### config.mk
export PLATFORM = sky130hd
export DESIGN_NAME = bssc_top
export DESIGN_NICKNAME = d
export VERILOG_FILES = /design/src/verilog/bssc_pkg.sv /design/src/verilog/bssc_top.sv
export SDC_FILE = /design/constraint.sdc
export NUM_CORES = 1
export LEC_CHECK = 0
export ABC_AREA = 0
export BUFFER_PORTS_ARGS = -buffer_cell sky130_fd_sc_hd__buf_2
export CORE_UTILIZATION = 30
export DETAILED_ROUTE_END_ITERATION = 8
export PLACE_DENSITY = 0.42
export SYNTH_ARGS = -nofsm -noshare
export SYNTH_HDL_FRONTEND = slang
export SYNTH_SLANG_ARGS = --single-unit
### constraint.sdc
create_clock -name CORE_CLK -period 4.5 [get_ports CORE_CLK]
set_clock_uncertainty 0.1 [all_clocks]
set_input_delay 0.225 -clock CORE_CLK [delete_from_list [all_inputs] [get_ports CORE_CLK]]
set_output_delay 0.225 -clock CORE_CLK [all_outputs]
set_load 0.03 [all_outputs]
### src/verilog/bssc_pkg.sv
// package for the buffered synchronous serial channel
// assumes a 32-bit classic wishbone bus with registers in the low byte lane
package bssc_pkg;
  // ==========================================================
  // register indices, byte address is four times the index
  localparam logic [15:0] BSSC_IDX_BUF_FIRST = 16'hFF80;
  localparam logic [15:0] BSSC_IDX_BUF_LAST  = 16'hFF9F;
  localparam logic [15:0] BSSC_IDX_START_PTR = 16'hFFA4;
  localparam logic [15:0] BSSC_IDX_END_PTR   = 16'hFFA5;
  localparam logic [15:0] BSSC_IDX_CTRL      = 16'hFFA6;
  localparam logic [15:0] BSSC_IDX_STATUS    = 16'hFFA7;
  localparam logic [15:0] BSSC_IDX_IRQ_STAT  = 16'hFFA8;
  localparam logic [15:0] BSSC_IDX_IRQ_MASK  = 16'hFFA9;
  // ==========================================================
  // field positions
  localparam int BSSC_CTRL_GAP_LSB = 3;
  localparam int BSSC_ST_OUT_LEVEL = 4;
  localparam int BSSC_ST_OVERRUN   = 3;
  localparam int BSSC_ST_WAIT      = 2;
  localparam int BSSC_ST_ABORT     = 1;
  localparam int BSSC_ST_GO        = 0;
  localparam int BSSC_IRQ_DONE     = 0;
  localparam int BSSC_IRQ_ABORT    = 1;
  localparam int BSSC_IRQ_WAIT     = 2;
  localparam int BSSC_IRQ_OVERRUN  = 3;
  // ==========================================================
  // reset values and fixed bits
  localparam logic [2:0] BSSC_UPPER_ONES  = 3'h7;
  localparam logic [4:0] BSSC_PTR_RESET   = 5'h00;
  localparam logic [4:0] BSSC_CTRL_RESET  = 5'h00;
  localparam logic [3:0] BSSC_MASK_RESET  = 4'h0;
  localparam logic [2:0] BSSC_CKS_EXT     = 3'h7;
  // ==========================================================
  // half periods of the serial clock in system clocks, less one, per clock code
  localparam logic [6:0] BSSC_HALF_DIV256 = 7'h7F;
  localparam logic [6:0] BSSC_HALF_DIV64  = 7'h1F;
  localparam logic [6:0] BSSC_HALF_DIV32  = 7'h0F;
  localparam logic [6:0] BSSC_HALF_DIV16  = 7'h07;
  localparam logic [6:0] BSSC_HALF_DIV8   = 7'h03;
  localparam logic [6:0] BSSC_HALF_DIV4   = 7'h01;
  localparam logic [6:0] BSSC_HALF_DIV2   = 7'h00;
  // gap lengths in serial clock cycles, and the index of the last bit of a byte
  localparam logic [5:0] BSSC_GAP_8       = 6'h08;
  localparam logic [5:0] BSSC_GAP_24      = 6'h18;
  localparam logic [5:0] BSSC_GAP_56      = 6'h38;
  localparam logic [2:0] BSSC_LAST_BIT    = 3'h7;
  // ==========================================================
  // transfer states, gray along idle, wait, shift, gap
  typedef enum logic [1:0] {
    BSSC_IDLE    = 2'b00,
    BSSC_WAIT_CS = 2'b01,
    BSSC_SHIFT   = 2'b11,
    BSSC_GAP     = 2'b10
  } bssc_state_t;
endpackage

### src/verilog/bssc_top.sv
// buffered synchronous serial channel: 32-byte buffer, pointers, serial engine
// assumes a classic wishbone master and inputs synchronous to CORE_CLK
`timescale 1ns/1ps
`default_nettype none
module bssc_top (
  // system
  input  wire logic        CORE_CLK,
  input  wire logic        RESET_N,
  input  wire logic        CE,
  // wishbone slave
  input  wire logic        CYC_I,
  input  wire logic        STB_I,
  input  wire logic        WE_I,
  input  wire logic [17:0] ADR_I,
  input  wire logic [3:0]  SEL_I,
  input  wire logic [31:0] DAT_I,
  output logic      [31:0] DAT_O,
  output logic             ACK_O,
  // serial link
  input  wire logic        SCK_I,
  output logic             SCK_O,
  output logic             SCK_OE_N,
  output logic             SO,
  input  wire logic        SI,
  input  wire logic        CS_N,
  // interrupt
  output logic             IRQ
);
  // ==========================================================
  // registers and state
  logic [7:0]  buf_mem [0:31];
  logic [4:0]  start_ptr_ff, end_ptr_ff, ptr_ff;
  logic [4:0]  ctrl_ff;
  logic        overrun_ff, wait_ff, abort_ff, so_ff, done_ff;
  logic [2:0]  rd_one_ff;
  logic [3:0]  irq_stat_ff, irq_mask_ff;
  logic        ack_ff;
  logic [31:0] dat_ff;
  bssc_pkg::bssc_state_t state_ff;
  logic [6:0]  half_cnt_ff;
  logic        sclk_int_ff, sck_d_ff;
  logic [2:0]  bit_cnt_ff;
  logic [6:0]  rx_sh_ff;
  logic [5:0]  gap_cnt_ff;

  // ==========================================================
  // bus decode
  logic [15:0] idx;
  logic        acc, wr, rd, buf_hit, wr_lane, busy;
  assign idx     = ADR_I[17:2];
  assign acc     = CE && CYC_I && STB_I && !ack_ff;
  assign wr      = acc && WE_I;
  assign rd      = acc && !WE_I;
  assign wr_lane = SEL_I[0];
  assign buf_hit = (idx >= bssc_pkg::BSSC_IDX_BUF_FIRST) && (idx <= bssc_pkg::BSSC_IDX_BUF_LAST);
  assign busy    = (state_ff != bssc_pkg::BSSC_IDLE);

  // ==========================================================
  // serial clock selection and edges
  logic       ext_clk, running, tick, rise, fall;
  logic [6:0] half_sel;
  logic [1:0] gap_sel;
  logic [5:0] gap_len;
  assign ext_clk = (ctrl_ff[2:0] == bssc_pkg::BSSC_CKS_EXT);
  assign gap_sel = ctrl_ff[bssc_pkg::BSSC_CTRL_GAP_LSB +: 2];
  assign running = (state_ff == bssc_pkg::BSSC_SHIFT) || (state_ff == bssc_pkg::BSSC_GAP);

  // division select, code 7 is external
  always_comb begin
    case (ctrl_ff[2:0])
      3'h0:    half_sel = bssc_pkg::BSSC_HALF_DIV256;
      3'h1:    half_sel = bssc_pkg::BSSC_HALF_DIV64;
      3'h2:    half_sel = bssc_pkg::BSSC_HALF_DIV32;
      3'h3:    half_sel = bssc_pkg::BSSC_HALF_DIV16;
      3'h4:    half_sel = bssc_pkg::BSSC_HALF_DIV8;
      3'h5:    half_sel = bssc_pkg::BSSC_HALF_DIV4;
      3'h6:    half_sel = bssc_pkg::BSSC_HALF_DIV2;
      default: half_sel = bssc_pkg::BSSC_HALF_DIV2;
    endcase
  end

  // gap length per gap code
  always_comb begin
    case (gap_sel)
      2'h1:    gap_len = bssc_pkg::BSSC_GAP_8;
      2'h2:    gap_len = bssc_pkg::BSSC_GAP_24;
      2'h3:    gap_len = bssc_pkg::BSSC_GAP_56;
      default: gap_len = 6'h00;
    endcase
  end

  assign tick = running && (half_cnt_ff == 7'h00);
  assign rise = ext_clk ? (running && SCK_I && !sck_d_ff) : (tick && !sclk_int_ff);
  assign fall = ext_clk ? (running && !SCK_I && sck_d_ff) : (tick && sclk_int_ff);

  // internal divider restarts high at each start
  always_ff @(posedge CORE_CLK) begin
    if (!RESET_N) begin
      half_cnt_ff <= 7'h00;
      sclk_int_ff <= 1'b1;
      sck_d_ff    <= 1'b1;
    end else if (CE) begin
      sck_d_ff <= SCK_I;
      if (!running) begin
        half_cnt_ff <= half_sel;
        sclk_int_ff <= 1'b1;
      end else if (half_cnt_ff == 7'h00) begin
        half_cnt_ff <= half_sel;
        sclk_int_ff <= !sclk_int_ff;
      end else begin
        half_cnt_ff <= half_cnt_ff - 7'h01;
      end
    end
  end

  // clock pin drives whenever an internal clock is chosen, toggling only while shifting
  assign SCK_OE_N = ext_clk;
  assign SCK_O    = (state_ff == bssc_pkg::BSSC_SHIFT) ? sclk_int_ff : 1'b1;

  // ==========================================================
  // transfer sequencer
  logic go_wr, byte_end, last_byte;
  assign go_wr     = wr && wr_lane && (idx == bssc_pkg::BSSC_IDX_STATUS) && DAT_I[bssc_pkg::BSSC_ST_GO];
  assign byte_end  = (state_ff == bssc_pkg::BSSC_SHIFT) && rise && (bit_cnt_ff == bssc_pkg::BSSC_LAST_BIT);
  assign last_byte = (ptr_ff == end_ptr_ff);

  // walks the buffer from start to end pointer
  always_ff @(posedge CORE_CLK) begin
    if (!RESET_N) begin
      state_ff   <= bssc_pkg::BSSC_IDLE;
      ptr_ff     <= bssc_pkg::BSSC_PTR_RESET;
      bit_cnt_ff <= 3'h0;
      gap_cnt_ff <= 6'h00;
      rx_sh_ff   <= 7'h00;
      done_ff    <= 1'b0;
    end else if (CE) begin
      case (state_ff)
        bssc_pkg::BSSC_IDLE: begin
          if (go_wr) begin
            ptr_ff     <= start_ptr_ff;
            bit_cnt_ff <= 3'h0;
            done_ff    <= 1'b0;
            state_ff   <= CS_N ? bssc_pkg::BSSC_WAIT_CS : bssc_pkg::BSSC_SHIFT;
          end
        end
        bssc_pkg::BSSC_WAIT_CS: begin
          if (!CS_N)
            state_ff <= bssc_pkg::BSSC_SHIFT;
        end
        bssc_pkg::BSSC_SHIFT: begin
          if (CS_N) begin
            state_ff <= bssc_pkg::BSSC_IDLE; // abort on deselect
          end else if (rise) begin
            rx_sh_ff   <= {SI, rx_sh_ff[6:1]};
            bit_cnt_ff <= bit_cnt_ff + 3'h1;
            if (byte_end) begin
              if (last_byte) begin
                state_ff <= bssc_pkg::BSSC_IDLE;
                done_ff  <= 1'b1;
              end else begin
                ptr_ff     <= ptr_ff + 5'h01;
                gap_cnt_ff <= gap_len;
                if (gap_sel != 2'h0)
                  state_ff <= bssc_pkg::BSSC_GAP;
                else
                  state_ff <= bssc_pkg::BSSC_SHIFT;
              end
            end
          end
        end
        bssc_pkg::BSSC_GAP: begin
          if (CS_N)
            state_ff <= bssc_pkg::BSSC_IDLE;
          else if (rise && gap_cnt_ff == 6'h01)
            state_ff <= bssc_pkg::BSSC_SHIFT;
          else if (rise)
            gap_cnt_ff <= gap_cnt_ff - 6'h01;
        end
        default: state_ff <= bssc_pkg::BSSC_IDLE;
      endcase
    end
  end

  // ==========================================================
  // buffer: bus access when idle, received bytes during shifting
  always_ff @(posedge CORE_CLK) begin
    if (CE) begin
      if (byte_end && !CS_N)
        buf_mem[ptr_ff] <= {SI, rx_sh_ff};
      else if (wr && wr_lane && buf_hit && !busy)
        buf_mem[idx[4:0]] <= DAT_I[7:0];
    end
  end

  // data out pin: shifter on falling edges, out level bit otherwise
  always_ff @(posedge CORE_CLK) begin
    if (!RESET_N) begin
      so_ff <= 1'b0;
    end else if (CE) begin
      if (state_ff == bssc_pkg::BSSC_SHIFT && fall)
        so_ff <= buf_mem[ptr_ff][bit_cnt_ff];
      else if (wr && wr_lane && idx == bssc_pkg::BSSC_IDX_STATUS && !busy)
        so_ff <= DAT_I[bssc_pkg::BSSC_ST_OUT_LEVEL];
    end
  end
  assign SO = so_ff;

  // ==========================================================
  // pointers and control
  always_ff @(posedge CORE_CLK) begin
    if (!RESET_N) begin
      start_ptr_ff <= bssc_pkg::BSSC_PTR_RESET;
      end_ptr_ff   <= bssc_pkg::BSSC_PTR_RESET;
      ctrl_ff      <= bssc_pkg::BSSC_CTRL_RESET;
      irq_mask_ff  <= bssc_pkg::BSSC_MASK_RESET;
    end else if (wr && wr_lane) begin
      if (idx == bssc_pkg::BSSC_IDX_START_PTR)
        start_ptr_ff <= DAT_I[4:0];
      if (idx == bssc_pkg::BSSC_IDX_END_PTR)
        end_ptr_ff <= DAT_I[4:0];
      if (idx == bssc_pkg::BSSC_IDX_CTRL)
        ctrl_ff <= DAT_I[4:0];
      if (idx == bssc_pkg::BSSC_IDX_IRQ_MASK)
        irq_mask_ff <= DAT_I[3:0];
    end
  end

  // ==========================================================
  // clear-only flags: set wins, zero write clears after a one was read
  logic st_rd, st_wr, set_ovr, set_wait, set_abt, clr_ovr, clr_wait, clr_abt;
  assign st_rd    = rd && idx == bssc_pkg::BSSC_IDX_STATUS;
  assign st_wr    = wr && wr_lane && idx == bssc_pkg::BSSC_IDX_STATUS;
  assign set_ovr  = CE && ext_clk && done_ff && !busy && !SCK_I && sck_d_ff;
  assign set_wait = acc && buf_hit && busy;
  assign set_abt  = CE && running && CS_N;
  assign clr_ovr  = st_wr && !DAT_I[bssc_pkg::BSSC_ST_OVERRUN] && rd_one_ff[2];
  assign clr_wait = st_wr && !DAT_I[bssc_pkg::BSSC_ST_WAIT] && rd_one_ff[1];
  assign clr_abt  = st_wr && !DAT_I[bssc_pkg::BSSC_ST_ABORT] && rd_one_ff[0];

  always_ff @(posedge CORE_CLK) begin
    if (!RESET_N) begin
      overrun_ff <= 1'b0;
      wait_ff    <= 1'b0;
      abort_ff   <= 1'b0;
      rd_one_ff  <= 3'h0;
    end else begin
      overrun_ff <= set_ovr || (overrun_ff && !clr_ovr);
      wait_ff    <= set_wait || (wait_ff && !clr_wait);
      abort_ff   <= set_abt || (abort_ff && !clr_abt);
      if (st_rd)
        rd_one_ff <= {overrun_ff, wait_ff, abort_ff};
      else if (st_wr)
        rd_one_ff <= 3'h0;
    end
  end

  // ==========================================================
  // interrupt: sticky events cleared by reading, masked onto IRQ
  logic [3:0] irq_set;
  assign irq_set = {set_ovr, set_wait, set_abt, byte_end && last_byte && !CS_N};
  always_ff @(posedge CORE_CLK) begin
    if (!RESET_N)
      irq_stat_ff <= 4'h0;
    else if (rd && idx == bssc_pkg::BSSC_IDX_IRQ_STAT)
      irq_stat_ff <= irq_set;
    else
      irq_stat_ff <= irq_stat_ff | irq_set;
  end
  assign IRQ = |(irq_stat_ff & irq_mask_ff);

  // ==========================================================
  // read mux and acknowledge, one wait state
  logic [7:0] rd_byte;
  always_comb begin
    rd_byte = 8'h00;
    if (buf_hit)
      rd_byte = busy ? 8'h00 : buf_mem[idx[4:0]];
    else if (idx == bssc_pkg::BSSC_IDX_START_PTR)
      rd_byte = {bssc_pkg::BSSC_UPPER_ONES, start_ptr_ff};
    else if (idx == bssc_pkg::BSSC_IDX_END_PTR)
      rd_byte = {bssc_pkg::BSSC_UPPER_ONES, end_ptr_ff};
    else if (idx == bssc_pkg::BSSC_IDX_CTRL)
      rd_byte = {bssc_pkg::BSSC_UPPER_ONES, ctrl_ff};
    else if (idx == bssc_pkg::BSSC_IDX_STATUS)
      rd_byte = {bssc_pkg::BSSC_UPPER_ONES, so_ff, overrun_ff, wait_ff, abort_ff, busy};
    else if (idx == bssc_pkg::BSSC_IDX_IRQ_STAT)
      rd_byte = {4'h0, irq_stat_ff};
    else if (idx == bssc_pkg::BSSC_IDX_IRQ_MASK)
      rd_byte = {4'h0, irq_mask_ff};
  end

  always_ff @(posedge CORE_CLK) begin
    if (!RESET_N) begin
      ack_ff <= 1'b0;
      dat_ff <= 32'h0000_0000;
    end else if (CE) begin
      ack_ff <= CYC_I && STB_I && !ack_ff;
      if (rd)
        dat_ff <= {24'h000000, rd_byte};
    end else begin
      ack_ff <= 1'b0;
    end
  end
  assign ACK_O = ack_ff;
  assign DAT_O = dat_ff;

  // ==========================================================
  // checks
  property p_div_sel;
    @(posedge CORE_CLK) disable iff (!RESET_N)
      (ctrl_ff[2:0] == 3'h6) |-> (half_sel == 7'h00) && !SCK_OE_N;
  endproperty
  a_div_sel: assert property (p_div_sel) else $error("div2 code not selected");

  property p_ext_input;
    @(posedge CORE_CLK) disable iff (!RESET_N) ext_clk |-> SCK_OE_N;
  endproperty
  a_ext_input: assert property (p_ext_input) else $error("clock pin driven in ext mode");

  property p_no_gap;
    @(posedge CORE_CLK) disable iff (!RESET_N)
      (CE && byte_end && !last_byte && !CS_N && gap_sel == 2'h0) |=> (state_ff == bssc_pkg::BSSC_SHIFT);
  endproperty
  a_no_gap: assert property (p_no_gap) else $error("gap inserted with gap code zero");

  property p_gap_len;
    @(posedge CORE_CLK) disable iff (!RESET_N)
      (CE && byte_end && !last_byte && !CS_N && gap_sel == 2'h2) |=>
        (state_ff == bssc_pkg::BSSC_GAP) && (gap_cnt_ff == 6'h18);
  endproperty
  a_gap_len: assert property (p_gap_len) else $error("gap length not 24");

  property p_wait_set;
    @(posedge CORE_CLK) disable iff (!RESET_N) (acc && buf_hit && busy) |=> wait_ff;
  endproperty
  a_wait_set: assert property (p_wait_set) else $error("wait flag not set");

  property p_overrun;
    @(posedge CORE_CLK) disable iff (!RESET_N)
      (CE && ext_clk && done_ff && !busy && !SCK_I && sck_d_ff) |=> overrun_ff;
  endproperty
  a_overrun: assert property (p_overrun) else $error("overrun flag not set");

  property p_ovr_clear;
    @(posedge CORE_CLK) disable iff (!RESET_N)
      (overrun_ff && !set_ovr && !(st_wr && rd_one_ff[2] && !DAT_I[3])) |=> overrun_ff;
  endproperty
  a_ovr_clear: assert property (p_ovr_clear) else $error("overrun lost without clear");

  property p_one_keeps;
    @(posedge CORE_CLK) disable iff (!RESET_N)
      (abort_ff && st_wr && DAT_I[1]) |=> abort_ff;
  endproperty
  a_one_keeps: assert property (p_one_keeps) else $error("one write cleared a flag");

  property p_level;
    @(posedge CORE_CLK) disable iff (!RESET_N)
      (st_wr && !busy && CE) |=> (SO == $past(DAT_I[4]));
  endproperty
  a_level: assert property (p_level) else $error("out level not driven");

  property p_go;
    @(posedge CORE_CLK) disable iff (!RESET_N) (go_wr && !busy) |=> busy;
  endproperty
  a_go: assert property (p_go) else $error("go did not start a transfer");
endmodule // bssc_top
`default_nettype wire

After elaboration in Yosys (flattened, before gate mapping)
Memory sizes are Yosys's and may differ from the RTL's. A register that Yosys moved wholly into a read port is not among the register bits.
Index checks and enable logic that the tools add are counted.
{"block": "word_totals", "register_bits": 72, "elab_cells": 228, "memories": 1, "inputBits": 63, "ram_bits": 256, "output_inout_bits": 37}
{"memory": "buf_mem", "words": 32, "width": 8, "read_ports": 2, "rd_clocked_by_memory_dff": 1, "write_ports": 1, "line_no": "bssc_top.sv:31", "source": "logic [7:0] buf_mem [0:31];"}
{"block": "op_classes", "reduce_logical": 90, "addsub": 4, "n_bitwise": 3, "n_lt_le_gt_ge": 3, "mux": 71, "n_eq_ne": 35}
{"op": "$eq A16 B16 Y1 const B", "n": 6}
{"op": "$mux W8", "n": 7}
{"op": "$logic_and A1 B1 Y1", "n": 48}
{"op": "$mux W6", "n": 7}
{"op": "$pmux W7 S6", "n": 1}
{"op": "$mux W5", "n": 8}
{"op": "$mux W1", "n": 22}
{"op": "$ne A2 B2 Y1 const B", "n": 10}
{"op": "$mux W2", "n": 9}
{"op": "$pmux W6 S3", "n": 1}
{"op": "$ge A16 B16 Y1 const B", "n": 1}
{"op": "$le A16 B16 Y1 const B", "n": 1}
{"op": "$reduce_and A2 Y1", "n": 8}
{"op": "$mux W3", "n": 5}
{"op": "$mux W7", "n": 2}
{"op": "$reduce_and A7 Y1", "n": 2}
{"op": "$logic_not A1 Y1", "n": 13}
{"op": "$eq A3 B3 Y1 const B", "n": 4}
{"op": "$mux W4", "n": 3}
{"op": "$pmux W6 S2", "n": 1}
{"op": "$reduce_bool A2 Y1", "n": 6}
{"op": "$pmux W5 S2", "n": 1}
{"op": "$reduce_and A9 Y1", "n": 1}
{"op": "$eq A2 B2 Y1 const B", "n": 4}
{"op": "other kinds (29)", "n": 35}

Depth between registers and ports, before layout
Gate-level depths: netlist (run 1).
{"block": "depth", "word_depth": 13, "depth_mapped": 11, "depth_no_buf": 9}

Worst setup path after synthesis (run 1)
Ideal clock, no wire load.
{"block": "synth_path", "kind": "reg2reg", "start": "register ctrl_ff[2]", "end": "memory buf_mem[24][0], enable pin", "synth_period_minus_slack_ps": 3620, "path_buffers": 4, "required_ps": 4015, "path_slack_ps": 880, "stages_incl_launch_ff": 12, "arrival_time_ps": 3134, "setup_time_ps": 385, "path_cell_list": "dfxtp_1 clkbuf_1 and3_1 clkbuf_1 or4_4 and2_4 buf_6 nor4b_4 nand2_1 o22a_2 buf_6 nor3b_1"}
{"block": "synth_between", "elab_chain_cells": 10, "elab_cells_between_ends": 14, "classes_between": "eq/ne (1); mux (9); reduce/logical (4)"}
{"item": "start, declared", "line_no": "bssc_top.sv:33", "source": "logic [4:0] ctrl_ff;"}
{"item": "start signal, assigned", "line_no": "bssc_top.sv:214", "source": "ctrl_ff <= bssc_pkg::BSSC_CTRL_RESET;"}
{"item": "start signal, assigned", "line_no": "bssc_top.sv:222", "source": "ctrl_ff <= DAT_I[4:0];"}
{"item": "$eq A3 B3 Y1 *", "line_no": "bssc_top.sv:64", "source": "assign ext_clk = (ctrl_ff[2:0] == bssc_pkg::BSSC_CKS_EXT);"}
{"item": "net SCK_OE_N", "line_no": "bssc_top.sv:22", "source": "output logic SCK_OE_N,"}
{"item": "$mux W1 *", "line_no": "bssc_top.sv:93", "source": "assign rise = ext_clk ? (running && SCK_I && !sck_d_ff) : (tick && !sclk_int_ff);"}
{"item": "$logic_and A1 B1 Y1 * (2 in a row)", "line_no": "bssc_top.sv:124", "source": "assign byte_end = (state_ff == bssc_pkg::BSSC_SHIFT) && rise && (bit_cnt_ff == bssc_pkg::BSSC_LAST_BIT);"}
{"item": "$logic_and A1 B1 Y1 *", "line_no": "bssc_top.sv:188", "source": "if (byte_end && !CS_N)"}
{"item": "$mux W1", "line_no": "bssc_top.sv:188"}
{"item": "$mux W1", "line_no": "bssc_top.sv:187", "source": "if (CE) begin"}
{"item": "$mux W1 (implied by the code)", "line_no": "bssc_top.sv:191", "source": "buf_mem[idx[4:0]] <= DAT_I[7:0];"}
{"item": "$reduce_or A8 Y1 (no source line)"}
{"item": "$mux W5 (no source line) / $mux W1 (equally long branches)"}
{"item": "end, declared", "line_no": "bssc_top.sv:31"}
Mark *: on every way through the listed nets, which the timed path passes. The rest lies on a longest branch.

Worst setup path after layout (run 1)
{"block": "layout_path", "start": "register half_cnt_ff[2]", "end": "memory buf_mem[14][6], enable pin"}
{"block": "layout_between", "elab_chain_cells": 12, "elab_cells_between_ends": 16, "classes_between": "mux (9); reduce/logical (7)"}
{"item": "start, declared", "line_no": "bssc_top.sv:40", "source": "logic [6:0] half_cnt_ff;"}
{"item": "start signal, assigned", "line_no": "bssc_top.sv:105", "source": "half_cnt_ff <= half_sel;"}
{"item": "start signal, assigned", "line_no": "bssc_top.sv:108", "source": "half_cnt_ff <= half_sel;"}
{"item": "start signal, assigned", "line_no": "bssc_top.sv:111", "source": "half_cnt_ff <= half_cnt_ff - 7'h01;"}
{"item": "$logic_not A7 Y1 *", "line_no": "bssc_top.sv:92", "source": "assign tick = running && (half_cnt_ff == 7'h00);"}
{"item": "$logic_and A1 B1 Y1 *", "line_no": "bssc_top.sv:92"}
{"item": "$logic_and A1 B1 Y1 *", "line_no": "bssc_top.sv:93"}
{"item": "$mux W1 *", "line_no": "bssc_top.sv:93"}
{"item": "$logic_and A1 B1 Y1 * (2 in a row)", "line_no": "bssc_top.sv:124"}
{"item": "$logic_and A1 B1 Y1 *", "line_no": "bssc_top.sv:188"}
{"item": "$mux W1", "line_no": "bssc_top.sv:188"}
{"item": "$mux W1", "line_no": "bssc_top.sv:187"}
{"item": "$mux W1 (implied by the code)", "line_no": "bssc_top.sv:191"}
{"item": "$reduce_or A8 Y1 (no source line)"}
{"item": "$mux W5 (no source line) / $mux W1 (equally long branches)"}
Every way passes the cells marked *; elsewhere a longest branch is shown, timed or not.

==> key figures, run 1 <==
Timing
  – Worst hold margin: roughly 0.050 ns
  – Final setup vio count: 0
  – Worst Setup Slack, final: roughly 0.94 ns
  – Fin. Hold Viols: 0
  – Final critical-path share of the clock period: 79.2%
  – Final Critical Period: roughly 3.6 ns
  – Fmax: about 280 MHz
  – Actual slew at the worst max-slew pin: approximately 1.2 ns
  – Slew HR: just under 20%
  – RSZ-0062 raised after global routing: no
  – Max-slew violation count: 0
  – Final setup TNS: 0 ns

Power and ir drop
  – P per Cell Area: between 300 and 400 nW/um^2
  – Seq pwr share: roughly half
  – Leak pwr: roughly 5.6 nW
  – Comb power frac: about 3.5%
  – P_sw: 1.51 mW
  – Pwr Total: 6.70 mW
  – Share of total power in the clock network: approximately 48%
  – Switch share: 22.5%
  – Peak supply drop: 244 uV
  – Int Power: between 5 and 6 mW

Finish
  – Fin nets: 1287
  – Area Growth Syn to Fin: 15.5%
  – Most frequent cells in the layout: edfxtp_1 (256), mux4_2 (142), nor2_1 (95)
  – Number of diodes: 0
  – Share of cells above drive strength 1: between 20 and 30%
  – Post-Route Utilization: a little over a third
  – Fillcell total: 5190
  – Finished Layout Cells: about 1.9k
  – Commonest non-fill, non-tap cell in the layout: edfxtp_1
  – Final instance area: 18900 um^2

GRT
  – Number of global-route vias before repair: ~11k
  – First-pass GRT wire length: roughly 75 mm
  – Total track usage: about a fifth
  – Congestion Overflow GR: 0
  – Initial antenna violation count: 0
  – Largest net degree at the start of global routing: 51

Clock tree
  – Post-CTS Setup Bufs: 0
  – Clock-pin slew of the registers on the worst-case setup and hold paths: 0.06 ns
  – CTS Buffer Depth: 3
  – CTS tree: built
  – Post-CTS sizing: 0
  – Clk root buf: clkbuf_16
  – TritonCTS buffer count: 40
  – Skew-Pair Late Insertion Delay: roughly 0.58 ns
  – CTS Hold Bufs: 9
  – H-tree lvl count: 2
  – Clock sinks: between 300 and 400

Setup path
  – R2R Path End: buf_mem[14][6]$_DFFE_PP_
  – Reg2reg setup slack: 0.94 ns
  – Worst reg2reg path depth: 7
  – Reg-to-reg startpoint: half_cnt_ff[2]$_SDFFE_PN0P_
  – Critical path launch point type: register
  – Crit end category: register
  – Crit path kind: register to register
  – Critical Path Fanout Max: 12
  – Required time worst endpoint: about 4.7 ns
  – Critical path arrival: approximately 3.7 ns

Detailed routing
  – Via count: roughly 10k
  – WL per Instance: between 20 and 30 um
  – Initial DRC Count: 798
  – Post-route DRC violation count: 0
  – Routed WL: approximately 50 mm
  – Post-route ant nets: 0
  – Vias/cell: 5.39
  – 1st-pass router iterations: 5

Logic synthesis
  – Warnings, synthesis: 0
  – Post-synthesis instance area: approximately 16000 um^2
  – Post-synthesis cell count: 1143
  – Post-synthesis register bit count: ~330
  – Avg Cell Area, Syn: ~14 um^2
  – Post-synth EDFFs: ~260
  – Count of cell types in the netlist: between 60 and 70
  – Seq/Total Area, Yosys: 56.4%
  – Async SR Flop Fraction: 0%
  – Prevailing post-synth register cell: edfxtp_1

Die
  – Die Width: about 240 um
  – # rows: 85
  – Die height: 236 um
  – Core area: around 54000 um^2
  – IO Pins: 100
  – Initial core utilization: slightly above 30%
  – Die Footprint: ~56000 um^2

Min path
  – Hold depth: 3
  – Hold wc startpoint: CS_N
  – Worst Hold Endpoint: abort_ff$_SDFF_PN0_
  – Hold WC Path Type: input port to register

Placement
  – Placed cells: ~1.9k
  – Worst slack, placed: roughly 0.87 ns
  – HPWL Detailed: roughly 34 mm
  – RePlAce Congestion: 0.784
  – Placement Cell Area: approximately 18000 um^2
  – I/O Buffers: between 40 and 50

Run
  – Max Cap Viol: 0

Outcome
  – Status: completed
worst max-delay path: stages, from the launching register on:
cell and delay (ns):
dfxtp_1 0.35, or4_1 0.64, or4_4 0.46, and2_4 0.22
nor4b_4 0.36, a32oi_1 0.48, nor3_1 0.34, buf_4 0.29
final cells by class:
cell class	instances	area, um^2	share of cell area [%]
repair buffers	115	805	4.25
flip-flops and latches	333	9240	48.8
well taps	696	871	4.60
inverters	14	52.6	0.278
clock inverters	20	193	1.02
multi-input cells	713	6680	35.3
clock buffers	53	1090	5.77
worst max path at each step:
stage	startpoint	endpoint	slack, ns
final	half_cnt_ff[2]$_SDFFE_PN0P_	buf_mem[14][6]$_DFFE_PP_	0.94
after global routing	half_cnt_ff[2]$_SDFFE_PN0P_	buf_mem[14][6]$_DFFE_PP_	0.79
after CTS	half_cnt_ff[2]$_SDFFE_PN0P_	buf_mem[19][1]$_DFFE_PP_	0.99
after detailed placement	ADR_I[8]	buf_mem[26][4]$_DFFE_PP_	0.87
after global placement	ADR_I[8]	buf_mem[26][5]$_DFFE_PP_	0.91
after floorplan	ctrl_ff[2]$_SDFFE_PN0P_	buf_mem[24][0]$_DFFE_PP_	0.88
power by group through the flow:
stage / clock, mW / sequential (mW) / combinational (mW)
finish: 3.19 / 3.28 / 0.233
global route: 3.40 / 3.28 / 0.251
CTS: 3.28 / 3.28 / 0.237
detailed placement: 0 / 3.35 / 0.231
global placement: 0 / 3.35 / 0.230
floorplan: 0 / 3.35 / 0.163
state kept, by name, summed over array words and instances (netlist names), 3 cells and up, named ones only:
signal and flops:
DAT_O 8, ctrl_ff 5, irq_stat_ff 4, gap_cnt_ff 6
rx_sh_ff 7, ptr_ff 5, end_ptr_ff 5, half_cnt_ff 7
rd_one_ff 3, buf_mem 256, irq_mask_ff 4, start_ptr_ff 5
bit_cnt_ff 3
logic make-up (layout without fill, tap and decap cells):
logic type	Yosys count	after routing	share of synthesized area, %
DFF	333	333	56.4
buffers and inverters	120	202	3.47
muxes	212	212	23.9
xor gates and xnor gates	5	5	0.267
and+or+nand+nor	316	316	9.53
AOI/OAI and AO/OA	149	149	5.97
other	1	24	0.0229
adders and majority gates	7	7	0.535
layer usage:
metal  GRT usage, %  vias up  part of all wire [%]
li1               -     4661                     -
met1           25.1     5461                    44
met2           31.2      292                    49
met3           3.04       68                   4.5
met4           4.58        0                   2.2
met5              0        -                     0
synth_stat cells, types with 3 or more instances:
master	n	area [um^2]
or2_2	5	31.3
a32oi_1	8	70.1
nor2_1	95	357
and3_1	6	37.5
o22ai_1	11	68.8
buf_2	10	50.1
a211oi_1	3	22.5
xnor2_1	5	43.8
o31ai_1	5	37.5
inv_1	12	45.0
o2111ai_1	3	26.3
a21oi_1	33	165
a22oi_1	14	105
nor2b_1	4	25.0
mux2_2	6	67.6
a2111oi_0	3	26.3
a31oi_1	5	31.3
o211ai_1	7	52.6
and3b_2	3	30.0
o221ai_1	3	26.3
nor3b_1	5	37.5
nor3_1	40	200
o21a_1	6	45.0
ha_1	7	87.6
mux2i_1	64	641
o32ai_1	3	26.3
clkbuf_1	56	210
buf_1	14	52.6
nand3b_1	9	67.6
o21ai_1	3	15.0
nand2b_1	12	75.1
o21ai_0	30	150
and2_1	4	25.0
nand4_1	9	56.3
mux4_2	142	3200
nor4_1	7	43.8
or3_1	7	43.8
nand2_1	72	270
edfxtp_1	256	7690
dfxtp_1	77	1540
nand3_1	25	125
buf_4	24	180
(Power assumes the default switching activity.)
==> run 2, diff against run 1 <==
--- a/config.mk
+++ b/config.mk
@@ -5,11 +5,11 @@
 export SDC_FILE = /design/constraint.sdc
 export NUM_CORES = 1
 export LEC_CHECK = 0
-export ABC_AREA = 0
+export ABC_AREA = 1
 export BUFFER_PORTS_ARGS = -buffer_cell sky130_fd_sc_hd__buf_2
 export CORE_UTILIZATION = 30
 export DETAILED_ROUTE_END_ITERATION = 8
-export PLACE_DENSITY = 0.42
+export PLACE_DENSITY = 0.44
 export SYNTH_ARGS = -nofsm -noshare
 export SYNTH_HDL_FRONTEND = slang
 export SYNTH_SLANG_ARGS = --single-unit
==> constraint.sdc (replaced) <==
create_clock -name CORE_CLK -period 3.2 [get_ports CORE_CLK]
set_clock_uncertainty 0.1 [all_clocks]
set_input_delay 0.16 -clock CORE_CLK [delete_from_list [all_inputs] [get_ports CORE_CLK]]
set_output_delay 0.16 -clock CORE_CLK [all_outputs]
set_load 0.03 [all_outputs]
==> run 2 against run 1 <==
  * Hold slack got worse by 0.024 ns
  * Combinational power rose to 4.5 times the previous value
  * Clock power rose by 41%
  * Sequential power rose by 42%
  * Largest power group unchanged
==> key figures, run 2 <==
Clock tree
  – Skew-Pair Late Insertion Delay: ~0.56 ns
  – CTS tree: built
  – Clock sinks: roughly 330
  – H-tree lvl count: 2
  – Clk root buf: clkbuf_16
  – TritonCTS buffer count: ~40
  – CTS Hold Bufs: 16
  – Clock-pin slew of the registers on the worst-case setup and hold paths: roughly 0.060 ns
  – Post-CTS Setup Bufs: 0
  – CTS Buffer Depth: 3
  – Post-CTS sizing: 0

Detailed routing
  – Initial DRC Count: about 1.4k
  – 1st-pass router iterations: 5
  – Via count: between 10k and 15k
  – Routed WL: slightly above 60 mm
  – Post-route ant nets: 0
  – Post-route DRC violation count: 0
  – Vias/cell: between 5 and 6
  – WL per Instance: ~22 um

Die
  – Die Width: 238 um
  – # rows: 86
  – IO Pins: 100
  – Die height: ~240 um
  – Die Footprint: 56700 um^2
  – Initial core utilization: a little under a third
  – Core area: around 55000 um^2

Run
  – Max Cap Viol: 0

Setup path
  – Crit path kind: register to register
  – Required time worst endpoint: roughly 3.4 ns
  – R2R Path End: buf_mem[4][5]$_DFFE_PP_
  – Critical path arrival: approximately 2.9 ns
  – Reg2reg setup slack: ~0.45 ns
  – Crit end category: register
  – Critical Path Fanout Max: 25
  – Critical path launch point type: register
  – Reg-to-reg startpoint: state_ff[1]$_SDFFE_PN0P_
  – Worst reg2reg path depth: 10

Logic synthesis
  – Top-area cell type share of the netlist area: a little under half
  – Most frequent cell after synthesis: nand2_1
  – Post-synthesis cell count: approximately 1.9k
  – Cell taking the most area after synthesis: edfxtp_1
  – Count of cell types in the netlist: 52
  – Post-synth top cells: nand2_1 (476), nand3_1 (411), edfxtp_1 (256), nor2_1 (121), dfxtp_1 (77)
  – Post-Synth Simple-Gate Area: between 20% and 30%
  – Prevailing post-synth register cell: edfxtp_1
  – Post-synthesis register bit count: around 330
  – Seq/Total Area, Yosys: a little under three fifths
  – Synth Area in XOR/XNOR: less than 1%
  – Multiplexer area fraction after synthesis: less than 1%
  – Post-Synth Adder-Cell Area: less than 1%
  – Synth Area in Compound Gates: 9.32%
  – Post-synthesis instance area: around 17000 um^2
  – Synth top area cells: edfxtp_1 (46%), nand3_1 (12%), nand2_1 (11%)
  – Warnings, synthesis: 0
  – Avg Cell Area, Syn: ~8.8 um^2
  – Post-synth EDFFs: between 200 and 300
  – Main combinational cell family by area after synthesis: simple AND/OR/NAND/NOR gates
  – Async SR Flop Fraction: 0%

Placement
  – Worst slack, placed: between 0.3 and 0.4 ns
  – RePlAce Congestion: approximately 0.85
  – I/O Buffers: 46
  – HPWL Detailed: around 40 mm

GRT
  – Congestion Overflow GR: 0
  – First-pass GRT wire length: 89.6 mm
  – Number of global-route vias before repair: 13.9k
  – Largest net degree at the start of global routing: roughly 130
  – Initial antenna violation count: 0
  – Total track usage: 21.3%

Timing
  – Fin. Hold Viols: 0
  – Final Critical Period: ~2.7 ns
  – Max-slew violation count: 0
  – Actual slew at the worst max-slew pin: around 0.83 ns
  – Fmax: roughly 360 MHz
  – Slew HR: between 40% and 50%
  – Worst Setup Slack, final: around 0.45 ns
  – Worst hold margin: 0.0262 ns
  – Final setup vio count: 0
  – RSZ-0062 raised after global routing: no
  – Final critical-path share of the clock period: ~86%
  – Final setup TNS: 0 ns

Finish
  – Number of diodes: 0
  – Most frequent cells in the layout: nand2_1 (476), nand3_1 (411), edfxtp_1 (256)
  – Area Growth Syn to Fin: 16.3%
  – Post-Route Utilization: between 30% and 40%
  – Max FFs per register: roughly 260
  – Commonest non-fill, non-tap cell in the layout: nand2_1
  – Biggest register: buf_mem
  – Fin nets: about 2.0k
  – Share of cells above drive strength 1: 12.1%

Min path
  – Hold WC Path Type: input port to register
  – Hold depth: 6
  – Worst Hold Endpoint: ACK_O$_SDFF_PN0_
  – Hold wc startpoint: STB_I

Power and ir drop
  – P per Cell Area: roughly 530 nW/um^2
  – Peak supply drop: between 300 and 400 uV
  – Pwr Total: around 10 mW
  – Seq pwr share: a little under half
  – Share of total power in the clock network: 44.1%
  – Comb power frac: ~10%
  – Leak pwr: between 7 and 8 nW
  – Switch share: a little over a quarter
  – Int Power: roughly 7.5 mW
  – P_sw: roughly 2.7 mW

Outcome
  – Status: completed
run 2: changes by cell type after synthesis, sizes merged, moves of 12 or more:
| cell | before | now |
|---|---|---|
| a21oi | 33 | 62 |
| a22oi | 14 | 64 |
| a31oi | 5 | 21 |
| buf | 50 | 83 |
| inv | 14 | 88 |
| mux2i | 64 | 0 |
| mux4 | 142 | 0 |
| nand2 | 72 | 485 |
| nand2b | 12 | 0 |
| nand3 | 25 | 413 |
| nor2 | 95 | 134 |
| nor3 | 40 | 13 |
| o21ai | 33 | 72 |
run 2: kinds of logic after synthesis:
kind of cell | after synthesis
AOI/OAI and AO/OA | 251
other | 1
DFF | 333
and+or+nand+nor | 1066
muxes | 3
adders and majority gates | 7
buffers and inverters | 221
xor gates and xnor gates | 9
run 2: how the worst max path moves through the flow:
stage	startpoint	slack [ns]	cells after the start	end
after floorplan	ACK_O$_SDFF_PN0_	-0.17	8	buf_mem[0][0]$_DFFE_PP_
after global placement	ADR_I[16]	0.43	12	buf_mem[4][3]$_DFFE_PP_
after detailed placement	ADR_I[16]	0.39	12	buf_mem[4][3]$_DFFE_PP_
after CTS	state_ff[1]$_SDFFE_PN0P_	0.41	8	buf_mem[4][5]$_DFFE_PP_
after global routing	state_ff[1]$_SDFFE_PN0P_	0.28	8	buf_mem[4][5]$_DFFE_PP_
final	state_ff[1]$_SDFFE_PN0P_	0.45	10	buf_mem[4][5]$_DFFE_PP_
run 2: area by class of cell:
type | instances | area [um^2]
multi-input cells | 1360 | 6610
clock inverters | 24 | 166
flip-flops and latches | 333 | 9230
fillers | 5652 | 35600
well taps | 748 | 936
inverters | 91 | 349
clock buffers | 51 | 1120
repair buffers | 140 | 1060
run 2: power by group through the flow:
stage                     Combinational, mW  Clock [mW]  Sequential (mW)
after global routing                   1.14        4.76             4.66
after CTS                              1.05        4.61             4.66
final                                  1.06        4.51             4.66
after global placement                 1.03           0             4.75
after detailed placement               1.03           0             4.75
after floorplan                       0.667           0             4.74
run 2: worst max-delay path: stages, from the launching register on:
cell and delay (ns):
dfxtp_1 0.41, nor2_1 0.26, inv_1 0.17, nor2_8 0.21, nand2_4 0.22, nand2_1 0.18
o211ai_1 0.11, inv_2 0.09, nand2_2 0.22, nor2_1 0.24, buf_4 0.22
run 2: per-stage QoR:
step	std cells	area [um^2]
after floorplan	1914	16800
after global placement	2656	18000
after detailed placement	2656	18000
after CTS	2747	19500
after global routing	2747	19500
final	2747	19500
run 2: metal layers:
metal  part of all wire [%]  track usage (%)  routed length [um]  vias up
met2                     46             34.3               27900      533
met5                      0                0                   0        -
met3                    6.2             2.90                3780      109
met4                    3.0             7.61                1840        0
li1                       -                -                   -     6747
met1                     45             29.0               27000     6983
==> run 3, diff against run 2 <==
--- a/config.mk
+++ b/config.mk
@@ -5,11 +5,12 @@
 export SDC_FILE = /design/constraint.sdc
 export NUM_CORES = 1
 export LEC_CHECK = 0
-export ABC_AREA = 1
+export ABC_AREA = 0
 export BUFFER_PORTS_ARGS = -buffer_cell sky130_fd_sc_hd__buf_2
 export CORE_UTILIZATION = 30
 export DETAILED_ROUTE_END_ITERATION = 8
 export PLACE_DENSITY = 0.44
+export SLEW_MARGIN = 10
 export SYNTH_ARGS = -nofsm -noshare
 export SYNTH_HDL_FRONTEND = slang
 export SYNTH_SLANG_ARGS = --single-unit
==> run 3 against run 2 <==
  * Sequential share of layout area fell by 0.95 points
  * Wire length fell by 14%
  * Design area rose by 2.1%
  * Clock power fell by 1%
  * Hold slack improved by 0.030 ns
  * Critical path depth did not move
  * Die area fell by 2.1%
  * First-iteration DRC count fell by 33%
  * Sequential power fell by 0.9%
  * Register-to-register slack got worse by 0.43 ns
  * Largest cell class unchanged
==> key figures, run 3 (same netlist as run 1, synthesis figures left out) <==
Clock tree
  – CTS Buffer Depth: 3
  – TritonCTS buffer count: 40
  – Clock sinks: between 300 and 400
  – Clock-pin slew of the registers on the worst-case setup and hold paths: ~0.060 ns
  – CTS tree: built
  – H-tree lvl count: 2
  – Clk root buf: clkbuf_16
  – Skew-Pair Late Insertion Delay: around 0.56 ns

Finish
  – Biggest register: buf_mem
  – Area Growth Syn to Fin: 21.3%
  – Fin nets: between 1k and 1.5k
  – Number of diodes: 0
  – Most frequent cells in the layout: edfxtp_1 (256), mux4_2 (142), nor2_1 (95)
  – Commonest non-fill, non-tap cell in the layout: edfxtp_1
  – Post-Route Utilization: between 30% and 40%
  – Share of cells above drive strength 1: 31.6%
  – Max FFs per register: around 260

GRT
  – Largest net degree at the start of global routing: 50
  – Total track usage: 18.7%
  – Congestion Overflow GR: 0
  – First-pass GRT wire length: roughly 75 mm
  – Initial antenna violation count: 0
  – Number of global-route vias before repair: 10.8k

Timing
  – Fmax: roughly 310 MHz
  – Actual slew at the worst max-slew pin: roughly 0.98 ns
  – Final setup TNS: 0 ns
  – Final setup vio count: 0
  – RSZ-0062 raised after global routing: yes
  – Final Critical Period: roughly 3.2 ns
  – Slew HR: approximately a third
  – Fin. Hold Viols: 0
  – Final critical-path share of the clock period: 99.4%
  – Max-slew violation count: 0

Setup path
  – Critical path launch point type: register
  – Required time worst endpoint: roughly 3.4 ns
  – Crit end category: register
  – Critical Path Max Stage Delay: between 0.5 and 0.6 ns
  – Critical Path Fanout Max: 8
  – Crit path kind: register to register
  – Critical path cell sequence: or4_4 -> or4_4 -> and2_4 -> nor4b_4 -> nand2_1 -> o22a_2 -> buf_4 -> buf_6 -> nor3_2 -> buf_6
  – Crit-path slowest cell: or4_4
  – Critical path arrival: roughly 3.4 ns

Die
  – Die Width: between 200 and 250 um
  – Die Footprint: approximately 56000 um^2
  – # rows: 85
  – IO Pins: 100
  – Core area: ~54000 um^2
  – Die height: between 200 and 250 um
  – Initial core utilization: approximately 30%

Min path
  – Hold WC Path Type: input port to register

Detailed routing
  – 1st-pass router iterations: 5
  – Vias/cell: ~5.4
  – Post-route DRC violation count: 0
  – Post-route ant nets: 0
  – Via count: between 10k and 15k
  – Routed WL: between 50 and 60 mm
  – WL per Instance: between 20 and 30 um
  – Initial DRC Count: 914

Placement
  – HPWL Detailed: between 30 and 40 mm
  – I/O Buffers: 46
  – RePlAce Congestion: around 0.88

Run
  – Max Cap Viol: 0

Power and ir drop
  – P per Cell Area: ~480 nW/um^2
  – Peak supply drop: between 200 and 300 uV
  – Leak pwr: approximately 6.1 nW

Outcome
  – Status: completed
==> run 3: layout make-up <==
type                            count  area [um^2]
Sequential cell                   333         9240
Tap cell                          696          871
Clock buffer                       58         1120
Multi-Input combinational cell    713         6910
Fill cell                        5110        34100
Timing Repair Buffer              173         1530
Clock inverter                     13          150
Inverter                           14         52.6
==> run 3: power breakdown <==
part | switching [mW] | internal (mW) | leakage, nW
logic | 0.231 | 0.133 | 2.89
registers | 0.00740 | 4.61 | 2.61
clock network | 1.79 | 2.67 | 0.613
total | 2.03 | 7.41 | 6.11
==> run 3: layer usage <==
metal  up-vias  share of wire (%)  GRT usage [%]
li1       4778                  -              -
met1      5595                 45           25.7
met2       317                 47           30.0
met3        79                4.7           2.97
met4         0                3.1           6.50
met5         -                  0              0
==> run 3: path summary, 6_finish.rpt <==
path | start | end | slack [ns] | depth (start not counted)
worst max-delay path | half_cnt_ff[5]$_SDFFE_PN0P_ | buf_mem[20][0]$_DFFE_PP_ | 0.02 | 10
worst min register to register | gap_cnt_ff[1]$_SDFFE_PN0P_ | gap_cnt_ff[1]$_SDFFE_PN0P_ | 0.37 | 2
worst min-delay path | ADR_I[7] | irq_stat_ff[2]$_SDFF_PN0_ | 0.06 | 5
worst max register to register | half_cnt_ff[5]$_SDFFE_PN0P_ | buf_mem[20][0]$_DFFE_PP_ | 0.02 | 10
==> run 3: critical path, delay by kind of cell (launching register included) <==
kind | cells | cell delay (ns)
AOI/OAI and AO/OA | 1 | 0.21
buffers and inverters | 3 | 0.49
DFF | 1 | 0.32
and+or+nand+nor | 6 | 1.80
==> run 3: through the flow <==
step	hold WS (ns)	setup WS, ns	instance area (um^2)	instances	power [mW]
2_1_floorplan	0.189	-0.194	16700	1166	4.94
3_3_place_gp	0.318	-0.0861	18400	1919	5.06
3_5_place_dp	0.325	-0.0717	18400	1919	5.06
4_1_cts	0.0370	0.00752	19800	2000	9.54
5_1_grt	0.0776	-0.0596	19900	2000	9.72
6_report	0.0566	0.0201	19900	2000	9.44
==> run 3: what timing repair did <==
action                                 in CTS  in global routing
setup endpoints to repair                  40                 62
endpoints found under the hold margin      31                  0
buffers inserted                            0                  0
pin swaps                                   1                  4
hold buffers                               10                  0
gates resized for setup                     1                 11
